File: src/core/tc_status_consts.vh
// Register offsets, field positions and reset values of the timer channel
// status block. Definitions only.
`ifndef TC_STATUS_CONSTS_VH
`define TC_STATUS_CONSTS_VH
`define OFS_CHANNEL_STATUS   8'h20
`define OFS_IRQ_ENABLE_SET   8'h24
`define OFS_IRQ_ENABLE_CLEAR 8'h28
`define OFS_IRQ_MASK_VIEW    8'h2C
`define OFS_CAPTURE_A        8'h14
`define OFS_CAPTURE_B        8'h18
`define OFS_COMPARE_C        8'h1C
`define OFS_CHANNEL_CTRL     8'h04
`define BIT_OVERFLOW         0
`define BIT_LOAD_OVERRUN     1
`define BIT_MATCH_A          2
`define BIT_MATCH_B          3
`define BIT_MATCH_C          4
`define BIT_LOAD_A           5
`define BIT_LOAD_B           6
`define BIT_EXT_TRIGGER      7
`define BIT_CLOCK_ON         16
`define BIT_LINE_A           17
`define BIT_LINE_B           18
`define BIT_WAVE_MODE        0
`define RST_FLAGS            8'h00
`define RST_MASK             8'h00
`define RST_VALUE16          16'h0000
`define RESP_OKAY            2'h0
`define RESP_SLVERR          2'h2
`endif

File: src/core/timer_channel_status_irq.v
// Status, interrupt mask and capture/compare register view of one timer
// channel, with an AXI4-Lite slave. The counting datapath sits outside and
// supplies event pulses, capture values and line levels on clk.
// Overview of operation
// - Overflow sets status bit 0 until the next status read.
// - Capture mode: second unread capture load sets status bit 1.
// - Waveform mode: compare A match sets status bit 2.
// - Waveform mode: compare B match sets status bit 3.
// - Compare C match sets status bit 4 in either mode.
// - Capture mode: capture A load sets status bit 5.
// - Capture mode: capture B load sets status bit 6.
// - External trigger sets status bit 7.
// - Status bit 16 shows live counter clock enable, not read-cleared.
// - Status bit 17 mirrors line A: pin or driven level by mode.
// - Status bit 18 mirrors line B: pin or driven level by mode.
// - Ones written to enable register set mask bits.
// - Ones written to disable register clear mask bits.
// - Mask view register returns mask in status flag layout.
// - Compare C read returns its current value.
// - Capture A/B read-only in capture mode, writable in waveform.
`timescale 1ns/1ps
`include "tc_status_consts.vh"
module timer_channel_status_irq #(
  parameter VW = 16
) (
  input  wire          clk,             // 250 MHz peripheral clock
  input  wire          resetn,          // Async reset, active low
  input  wire [7:0]    s_axi_awaddr,    // Write address
  input  wire          s_axi_awvalid,   // Write address valid
  output wire          s_axi_awready,   // Write address ready
  input  wire [31:0]   s_axi_wdata,     // Write data
  input  wire [3:0]    s_axi_wstrb,     // Write byte strobes
  input  wire          s_axi_wvalid,    // Write data valid
  output wire          s_axi_wready,    // Write data ready
  output wire [1:0]    s_axi_bresp,     // Write response
  output wire          s_axi_bvalid,    // Write response valid
  input  wire          s_axi_bready,    // Write response ready
  input  wire [7:0]    s_axi_araddr,    // Read address
  input  wire          s_axi_arvalid,   // Read address valid
  output wire          s_axi_arready,   // Read address ready
  output wire [31:0]   s_axi_rdata,     // Read data
  output wire [1:0]    s_axi_rresp,     // Read response
  output wire          s_axi_rvalid,    // Read data valid
  input  wire          s_axi_rready,    // Read data ready
  input  wire          overflow_evt,    // Counter overflow pulse
  input  wire          match_a_evt,     // Compare A match pulse
  input  wire          match_b_evt,     // Compare B match pulse
  input  wire          match_c_evt,     // Compare C match pulse
  input  wire          load_a_evt,      // Capture A load pulse
  input  wire          load_b_evt,      // Capture B load pulse
  input  wire [VW-1:0] capture_a_in,    // Value captured on load A
  input  wire [VW-1:0] capture_b_in,    // Value captured on load B
  input  wire          ext_trigger_evt, // External trigger pulse
  input  wire          clock_on_state,  // Counter clock enabled level
  input  wire          channel_line_a,  // Sampled line A pin level
  input  wire          channel_line_b,  // Sampled line B pin level
  input  wire          drive_a,         // Level driven on line A
  input  wire          drive_b,         // Level driven on line B
  input  wire [VW-1:0] compare_c_live,  // Live compare C value
  output reg           wave_mode,       // 1 = output generation mode
  output reg  [VW-1:0] capture_compare_a, // Register A value
  output reg  [VW-1:0] capture_compare_b, // Register B value
  output wire          channel_irq      // Channel interrupt, active high
);
  reg          aw_got_q, w_got_q, bvalid_q, rvalid_q;
  reg  [7:0]   awaddr_q;
  reg  [31:0]  wdata_q;
  reg  [3:0]   wstrb_q;
  reg  [1:0]   bresp_q, rresp_q;
  reg  [31:0]  rdata_q;
  reg  [7:0]   mask_q;
  reg          unread_a_q, unread_b_q;
  wire [7:0]   flags;
  wire [7:0]   evt;
  wire         wr_fire, rd_fire, status_rd, rd_a, rd_b;
  reg  [31:0]  rd_mux;
  reg          rd_ok;

  function is_mapped;
    input [7:0] a;
    begin
      is_mapped = (a == `OFS_CHANNEL_STATUS) || (a == `OFS_IRQ_ENABLE_SET) ||
                  (a == `OFS_IRQ_ENABLE_CLEAR) || (a == `OFS_IRQ_MASK_VIEW) ||
                  (a == `OFS_CAPTURE_A) || (a == `OFS_CAPTURE_B) ||
                  (a == `OFS_COMPARE_C) || (a == `OFS_CHANNEL_CTRL);
    end
  endfunction

  // Write channel: accept address and data in any order, answer when both
  assign s_axi_awready = !aw_got_q && !bvalid_q;
  assign s_axi_wready  = !w_got_q && !bvalid_q;
  assign s_axi_bvalid  = bvalid_q;
  assign s_axi_bresp   = bresp_q;
  assign wr_fire       = aw_got_q && w_got_q && !bvalid_q;

  always @(posedge clk or negedge resetn) begin
    if (!resetn) begin
      aw_got_q <= 1'b0;
      w_got_q  <= 1'b0;
      bvalid_q <= 1'b0;
      awaddr_q <= 8'h00;
      wdata_q  <= 32'h00000000;
      wstrb_q  <= 4'h0;
      bresp_q  <= `RESP_OKAY;
    end else begin
      if (s_axi_awvalid && s_axi_awready) begin
        aw_got_q <= 1'b1;
        awaddr_q <= s_axi_awaddr;
      end
      if (s_axi_wvalid && s_axi_wready) begin
        w_got_q <= 1'b1;
        wdata_q <= s_axi_wdata;
        wstrb_q <= s_axi_wstrb;
      end
      if (wr_fire) begin
        aw_got_q <= 1'b0;
        w_got_q  <= 1'b0;
        bvalid_q <= 1'b1;
        bresp_q  <= is_mapped(awaddr_q) ? `RESP_OKAY : `RESP_SLVERR;
      end else if (bvalid_q && s_axi_bready) begin
        bvalid_q <= 1'b0;
      end
    end
  end

  wire wr_set  = wr_fire && awaddr_q == `OFS_IRQ_ENABLE_SET && wstrb_q[0];
  wire wr_clr  = wr_fire && awaddr_q == `OFS_IRQ_ENABLE_CLEAR && wstrb_q[0];
  wire wr_ctrl = wr_fire && awaddr_q == `OFS_CHANNEL_CTRL && wstrb_q[0];
  wire wr_a    = wr_fire && awaddr_q == `OFS_CAPTURE_A && wave_mode;
  wire wr_b    = wr_fire && awaddr_q == `OFS_CAPTURE_B && wave_mode;

  // Mask: only bits 7:0 are honoured, upper written bits dropped
  always @(posedge clk or negedge resetn) begin
    if (!resetn)
      mask_q <= `RST_MASK;
    else if (wr_set)
      mask_q <= mask_q | wdata_q[7:0];
    else if (wr_clr)
      mask_q <= mask_q & ~wdata_q[7:0];
  end

  always @(posedge clk or negedge resetn) begin
    if (!resetn)
      wave_mode <= 1'b0;
    else if (wr_ctrl)
      wave_mode <= wdata_q[`BIT_WAVE_MODE];
  end

  // Capture registers: hardware loads in capture mode, software in waveform
  always @(posedge clk or negedge resetn) begin
    if (!resetn) begin
      capture_compare_a <= `RST_VALUE16;
      capture_compare_b <= `RST_VALUE16;
    end else begin
      if (!wave_mode && load_a_evt)
        capture_compare_a <= capture_a_in;
      else if (wr_a && wstrb_q[1:0] == 2'h3)
        capture_compare_a <= wdata_q[VW-1:0];
      if (!wave_mode && load_b_evt)
        capture_compare_b <= capture_b_in;
      else if (wr_b && wstrb_q[1:0] == 2'h3)
        capture_compare_b <= wdata_q[VW-1:0];
    end
  end

  // Read channel
  assign s_axi_arready = !rvalid_q;
  assign s_axi_rvalid  = rvalid_q;
  assign s_axi_rdata   = rdata_q;
  assign s_axi_rresp   = rresp_q;
  assign rd_fire   = s_axi_arvalid && !rvalid_q;
  assign status_rd = rd_fire && s_axi_araddr == `OFS_CHANNEL_STATUS;
  assign rd_a      = rd_fire && s_axi_araddr == `OFS_CAPTURE_A;
  assign rd_b      = rd_fire && s_axi_araddr == `OFS_CAPTURE_B;

  // Overrun: a load while the previous one is still unread
  always @(posedge clk or negedge resetn) begin
    if (!resetn) begin
      unread_a_q <= 1'b0;
      unread_b_q <= 1'b0;
    end else begin
      if (!wave_mode && load_a_evt)
        unread_a_q <= 1'b1;
      else if (rd_a)
        unread_a_q <= 1'b0;
      if (!wave_mode && load_b_evt)
        unread_b_q <= 1'b1;
      else if (rd_b)
        unread_b_q <= 1'b0;
    end
  end

  // Mode gating stops events of the other mode from setting their flags
  assign evt[`BIT_OVERFLOW]     = overflow_evt;
  assign evt[`BIT_LOAD_OVERRUN] = !wave_mode &&
      ((load_a_evt && unread_a_q) || (load_b_evt && unread_b_q));
  assign evt[`BIT_MATCH_A]      = wave_mode && match_a_evt;
  assign evt[`BIT_MATCH_B]      = wave_mode && match_b_evt;
  assign evt[`BIT_MATCH_C]      = match_c_evt;
  assign evt[`BIT_LOAD_A]       = !wave_mode && load_a_evt;
  assign evt[`BIT_LOAD_B]       = !wave_mode && load_b_evt;
  assign evt[`BIT_EXT_TRIGGER]  = ext_trigger_evt;

  // Flags of the old mode survive a mode switch until the next status read
  event_flag_bank #(.N(8)) u_flags (
    .clk       (clk),
    .resetn    (resetn),
    .set_pulse (evt),
    .clear_all (status_rd),
    .flags     (flags)
  );

  always @* begin
    rd_mux = 32'h00000000;
    rd_ok  = 1'b1;
    case (s_axi_araddr)
      `OFS_CHANNEL_STATUS: begin
        rd_mux[7:0]          = flags;
        rd_mux[`BIT_CLOCK_ON] = clock_on_state;
        rd_mux[`BIT_LINE_A]  = wave_mode ? drive_a : channel_line_a;
        rd_mux[`BIT_LINE_B]  = wave_mode ? drive_b : channel_line_b;
      end
      `OFS_IRQ_MASK_VIEW:  rd_mux[7:0] = mask_q;
      `OFS_COMPARE_C:      rd_mux[VW-1:0] = compare_c_live;
      `OFS_CAPTURE_A:      rd_mux[VW-1:0] = capture_compare_a;
      `OFS_CAPTURE_B:      rd_mux[VW-1:0] = capture_compare_b;
      `OFS_CHANNEL_CTRL:   rd_mux[`BIT_WAVE_MODE] = wave_mode;
      `OFS_IRQ_ENABLE_SET, `OFS_IRQ_ENABLE_CLEAR: rd_mux = 32'h00000000;
      default:             rd_ok = 1'b0;
    endcase
  end

  always @(posedge clk or negedge resetn) begin
    if (!resetn) begin
      rvalid_q <= 1'b0;
      rdata_q  <= 32'h00000000;
      rresp_q  <= `RESP_OKAY;
    end else if (rd_fire) begin
      rvalid_q <= 1'b1;
      rdata_q  <= rd_mux;
      rresp_q  <= rd_ok ? `RESP_OKAY : `RESP_SLVERR;
    end else if (rvalid_q && s_axi_rready) begin
      rvalid_q <= 1'b0;
    end
  end

  assign channel_irq = |(flags & mask_q);
endmodule

File: src/core/event_flag_bank.v
// Eight sticky event flags, set by hardware pulses, cleared on a status read.
// Assumes set and clear pulses are one clk cycle wide, synchronous to clk.
`timescale 1ns/1ps
module event_flag_bank #(
  parameter N = 8
) (
  input  wire         clk,       // Peripheral clock
  input  wire         resetn,    // Async reset, active low
  input  wire [N-1:0] set_pulse, // Per-flag event pulses
  input  wire         clear_all, // Status read in progress
  output wire [N-1:0] flags      // Sticky flags
);
  reg [N-1:0] flag_q;
  genvar i;
  generate
    for (i = 0; i < N; i = i + 1) begin : g_flag
      // Set beats clear so an event during the read is kept for next read
      always @(posedge clk or negedge resetn) begin
        if (!resetn)
          flag_q[i] <= 1'b0;
        else if (set_pulse[i])
          flag_q[i] <= 1'b1;
        else if (clear_all)
          flag_q[i] <= 1'b0;
      end
    end
  endgenerate
  assign flags = flag_q;
endmodule

File: config.mk
export PLATFORM = sky130hd
export DESIGN_NAME = timer_channel_status_irq
export DESIGN_NICKNAME = d
export VERILOG_FILES = /design/src/core/timer_channel_status_irq.v /design/src/core/event_flag_bank.v
export VERILOG_INCLUDE_DIRS = /design/src /design/src/core
export SDC_FILE = /design/constraint.sdc
export NUM_CORES = 1
export LEC_CHECK = 0
export BUFFER_PORTS_ARGS = -buffer_cell sky130_fd_sc_hd__buf_2
export CAP_MARGIN = 40
export CORE_MARGIN = 4
export CORE_UTILIZATION = 53
export DETAILED_ROUTE_END_ITERATION = 10
export GPL_ROUTABILITY_DRIVEN = 0
export PLACE_DENSITY = 0.92
export SYNTH_ARGS = -nofsm -noshare
export SYNTH_HDL_FRONTEND = slang
export SYNTH_HIERARCHICAL = 1
export SYNTH_SLANG_ARGS = --single-unit
File: constraint.sdc
create_clock -name clk -period 3 [get_ports clk]
set_clock_uncertainty 0.05 [all_clocks]
set_input_delay 0.45 -clock clk [delete_from_list [all_inputs] [get_ports clk]]
set_output_delay 0.45 -clock clk [all_outputs]
set_load 0.01 [all_outputs]
==> reports/qor.txt, run 1 <==
status - finished, final reports clean
antenna cells - 0
full die area - 11060 um2
Global Route Usage Sum - 25.51%
Remaining DRCs - 0
FF-to-FF path depth - 5
required time of the critical path - 3.17 ns
NumNets Final - 711
max_slew headroom - 53.00%
Placement Rows - 35
Power Internal - 2.813 mW
Post-Layout Cell Count - 708
port bufs - 160
R2R Setup Slk - 0.71 ns
Startpoint Class - register
leading register cell type out of synthesis - dfrtp_1
Fmax - 0.4376 GHz
Synth area leader - dfrtp_1
Post-CTS Hold Buffers - 0
setup TNS - 0 ns
Die Width - 105.2 um
most common cell after layout, fill and taps aside - buf_2
Max Slew Vio Count - 0
Max Root-Sink Buffers - 2
area grow syn2layout - 21.52%
RSZ-0062 raised after global routing - false
fin util - 66.14%
Tcrit/Tclk final - 76.18%
RR Startpoint - wave_mode
Placeable Area - 9196 um2
Synth Cell Area - 5005 um2
Switching Share - 32.77%
dpl cell area - 5826 um2
critical path peak fanout - 10
Post-Layout Inst Area - 6082 um2
Slew @ Worst Pin - 0.7024 ns
CTS-repair resized insts - 0
#FFs+latches synth - 102
via count - 4209
capturing point of the worst reg2reg path - capture_compare_b[15]
placed insts - 692
first-pass GRT wire length - 22.42 mm
clock sink total - 102
largest net degree at the start of global routing - 52
CTS tree - built
CTS buffer count - 9
Root Driver - clkbuf_8
WL/cell - 19.95 um
total wire length - 14.13 mm
Comb pwr share - 25.4%
PD cells - 687.8 nW/um2
vias in the first global route - 4305
Psw - 1.371 mW
Syn Area/Cell - 11.32 um2
Seq/Total Area, Yosys - 51.00%
asr flop ratio synth - 100.0%
leakage power - 2.929 nW
initial drt markers - 216
most frequent cells in the layout - buf_2, dfrtp_1, mux2_2
Reg clk slew, reported paths - 0.10 ns
Max-cap violations - 0
Ports - 194
Hold Crit Class - input port to asynchronous set/reset pin
Critical path origin - wave_mode
Pre-Repair DR Iteration Count - 4
htree depth - 3
Clk Latency, worst-skew pair - 0.36 ns
synth top area cells - dfrtp_1, mux2_2, a22o_1
Clock Power Share - 25.7%
sequential power share - 48.9%
Yosys top cell area share - 51.00%
Tmin final - 2.285 ns
Synth Warn # - 6
Mapped Cells - 442
initial core utilization - 54.42%
crit path kind - register to register
DR vias/cell - 5.945
layout cells sized above 1 - 40.54%
antenna violations before repair - 0
DP Wirelength - 10.81 mm
Yosys cell types - 49
worst endpoint data arrival time - 2.46 ns
Crit. End Element - register
maximum vdd drop - 0.4963 mV
Hold Fails Final Rpt - 0
# Post-CTS Setup Buffers - 0
Post-synth EDFFs - 0
GRT Residual Overflow - 0
Die Height - 105.2 um
Routed Antenna Nets - 0
# setup viols final - 0
kinds of logic (layout without fill, tap and decap cells):
family | after synthesis | count (layout) | synth area share [%]
compound gates | 119 | 119 | 16.83
simple gates | 102 | 102 | 11.52
buf+inv | 50 | 191 | 5.875
other cells | 1 | 15 | 0.07493
flops | 102 | 102 | 51.00
mux | 67 | 67 | 14.53
xor+xnor | 1 | 1 | 0.1750
power by group through the flow:
stage / clock, mW / combinational (mW) / sequential, mW
after CTS: 1.08 / 1.07 / 2.04
after detailed placement: 0 / 1.06 / 2.06
after global placement: 0 / 1.01 / 2.03
after global routing: 1.14 / 1.16 / 2.09
final: 1.07 / 1.06 / 2.05
after floorplan: 0 / 0.680 / 1.98
through the flow:
| step | hold slack (ns) | power [mW] | setup slack (ns) |
|---|---|---|---|
| floorplan | 0.1044 | 2.662 | 1.036 |
| global placement | 0.4087 | 3.040 | 0.8043 |
| detailed placement | 0.4192 | 3.125 | 0.7482 |
| CTS | 0.04076 | 4.182 | 0.7992 |
| global route | 0.05208 | 4.387 | 0.5966 |
| finish | 0.01500 | 4.183 | 0.7147 |
registers in the layout, indices dropped and copies added (netlist names), named ones only:
name               flops
aw_got_q               1
awaddr_q               8
capture_compare_a     16
capture_compare_b     16
s_axi_bresp            1
s_axi_bvalid           1
s_axi_rdata           19
s_axi_rresp            1
s_axi_rvalid           1
u_flags/flags          8
unread_a_q             1
unread_b_q             1
w_got_q                1
wave_mode              1
wdata_q               16
wstrb_q                2
worst max-delay path by stage:
stage	to	slack, ns	cells past startpoint
after floorplan	u_flags/flags[0]	1.04	7
after global placement	u_flags/flags[1]	0.80	7
after detailed placement	u_flags/flags[3]	0.75	7
after CTS	capture_compare_b[15]	0.80	5
after global routing	capture_compare_b[15]	0.60	5
final	capture_compare_b[15]	0.71	5
cells in the mapped netlist (all sizes together) (4+ instances only):
| cell | count |
|---|---|
| a31oi | 9 |
| nor2b | 7 |
| nand2 | 31 |
| nor2 | 20 |
| a22o | 28 |
| a21o | 26 |
| nand4 | 10 |
| and2 | 5 |
| a22oi | 12 |
| or3 | 4 |
| nand3 | 6 |
| inv | 6 |
| a32oi | 5 |
| mux2i | 22 |
| o21ai | 28 |
| buf | 31 |
| clkbuf | 13 |
| mux2 | 45 |
| a21oi | 4 |
| dfrtp | 102 |
worst max-delay path: stages (launching register included):
cell     delay (ns)
dfrtp_1        0.68
and4b_1        0.28
and4_1         0.45
buf_4          0.28
mux2i_1        0.27
o21ai_0        0.13
cell type report:
cell class | instances | area (um2)
fillers | 734 | 3114
flip-flops and latches | 102 | 2552
multi-input cells | 304 | 2221
repair buffers | 169 | 890.9
clock buffers | 11 | 151.4
well taps | 111 | 138.9
clock inverters | 5 | 105.1
inverters | 6 | 22.52
routing by layer:
metal | track usage, % | vias up | wire length (um)
met3 | 8.153 | 42 | 1371
li1 | - | 1897 | -
met2 | 41.25 | 256 | 6821
met5 | 0 | - | 0
met4 | 8.435 | 0 | 411
met1 | 32.53 | 2014 | 5520
(Power assumes the default switching activity.)
==> run 2: changes to the inputs <==
CORE_UTILIZATION = 44   (was 53)
PLACE_DENSITY = 0.82   (was 0.92)
clock period = 2 ns   (was 3 ns; I/O delays follow)
==> reports/qor.txt, run 2 (synthesized netlist as in run 1, its figures left out) <==
setup TNS - 0 ns
Power Internal - 4.360 mW
Slew @ Worst Pin - 0.5601 ns
Hold Crit Class - input port to register
DR vias/cell - 5.618
Clk Latency, worst-skew pair - 0.35 ns
htree depth - 3
register area - 2552 um2
Max-cap violations - 0
R2R Setup Slk - 0.13 ns
Crit. End Element - register
most frequent cells in the layout - buf_2, dfrtp_1, mux2_2
Routed Antenna Nets - 0
GRT Residual Overflow - 0
full die area - 13140 um2
Placeable Area - 10980 um2
first-pass GRT wire length - 22.91 mm
Hold Fails Final Rpt - 0
Psw - 2.122 mW
Reg clk slew, reported paths - 0.07 ns
NumNets Final - 721
max_slew headroom - 62.53%
clock sink total - 102
crit path kind - register to register
area grow syn2layout - 25.30%
# setup viols final - 0
Tcrit/Tclk final - 93.41%
Pre-Repair DR Iteration Count - 5
CTS buffer count - 9
CTS tree - built
final setup margin - 0.1318 ns
CTS-repair resized insts - 0
maximum vdd drop - 0.6755 mV
Switching Share - 32.74%
Max Slew Vio Count - 0
largest net degree at the start of global routing - 103
# Post-CTS Setup Buffers - 0
Die Width - 114.7 um
fillers - 943
initial drt markers - 172
total wire length - 14.67 mm
required time of the critical path - 2.16 ns
Place WS - 0.1232 ns
Die Height - 114.7 um
Startpoint Class - register
Post-CTS Hold Buffers - 1
WL/cell - 19.64 um
Fmax - 0.5353 GHz
sequential power share - 47.2%
PD cells - 1034 nW/um2
Max Root-Sink Buffers - 2
vias in the first global route - 4402
DP Wirelength - 11.25 mm
leakage power - 3.005 nW
max FFs per register - 19
port bufs - 160
RSZ-0062 raised after global routing - false
antenna violations before repair - 0
via count - 4197
Global Route Usage Sum - 22.35%
Tmin final - 1.868 ns
initial core utilization - 45.57%
layout cells sized above 1 - 41.19%
Ports - 194
antenna cells - 0
most common cell after layout, fill and taps aside - buf_2
Placement Rows - 38
critical path peak fanout - 12
worst endpoint data arrival time - 2.03 ns
status - finished, final reports clean
Comb pwr share - 25.5%
Root Driver - clkbuf_16
multi-input logic area - 2221 um2
Clock Power Share - 27.3%
Remaining DRCs - 0
==> run 2: cell types whose count changed in the layout (fill, tap and decap cells not counted), moves of 2 or more <==
cell and change:
buf_12 +4, buf_4 +6, bufinv_16 -2, clkbuf_16 +9, clkbuf_8 -10
==> run 2: worst paths after layout <==
check,start,end,cells after the start
max,awaddr_q[1],capture_compare_b[10],5
min,s_axi_bready,s_axi_bvalid,2
max reg2reg,awaddr_q[1],capture_compare_b[10],5
min reg2reg,s_axi_rdata[10],s_axi_rdata[10],2
max in group asynchronous,resetn,capture_compare_b[7],3
min in group asynchronous,resetn,capture_compare_b[13],3
==> run 2: per-layer routing <==
| metal | GRT usage [%] | share of wire, % | up-vias |
|---|---|---|---|
| met1 | 28.16 | 40 | 2027 |
| met2 | 36.52 | 48 | 207 |
| met3 | 6.184 | 9.1 | 40 |
| met5 | 0 | 0 | - |
| li1 | - | - | 1923 |
| met4 | 8.709 | 2.8 | 0 |
==> run 2: final cells by class <==
class	count	area share (%)
Clock inverter	5	0.9378
Tap cell	140	2.793
Sequential cell	102	40.70
Clock buffer	11	3.871
Inverter	6	0.3591
Timing Repair Buffer	179	15.92
Multi-Input combinational cell	304	35.42
==> run 2: worst max-delay path, cell delays in order (launching register included) <==
cell,delay (ns)
dfrtp_1,0.46
nor4b_1,0.34
and4_1,0.40
buf_12,0.19
mux2i_1,0.18
o21ai_0,0.10
==> run 2: metrics by stage <==
| stage | cells | hold WS (ns) | util, % | total power, mW | cell area [um2] |
|---|---|---|---|---|---|
| floorplan | 456 | -0.04559 | - | 3.993 | 5057 |
| global placement | 730 | 0.3499 | 54.26 | 4.633 | 5959 |
| detailed placement | 730 | 0.3680 | 54.26 | 4.737 | 5959 |
| CTS | 747 | 0.07422 | 57.10 | 6.510 | 6271 |
| global route | 747 | 0.08256 | 57.10 | 6.805 | 6271 |
| finish | 747 | 0.08096 | 57.10 | 6.482 | 6271 |
==> run 2: power groups by stage <==
stage / clock network (mW) / registers (mW) / logic [mW]
after global routing: 1.89 / 3.12 / 1.80
after CTS: 1.80 / 3.05 / 1.66
after global placement: 0 / 3.04 / 1.59
after floorplan: 0 / 2.97 / 1.02
after detailed placement: 0 / 3.09 / 1.65
final: 1.77 / 3.06 / 1.65
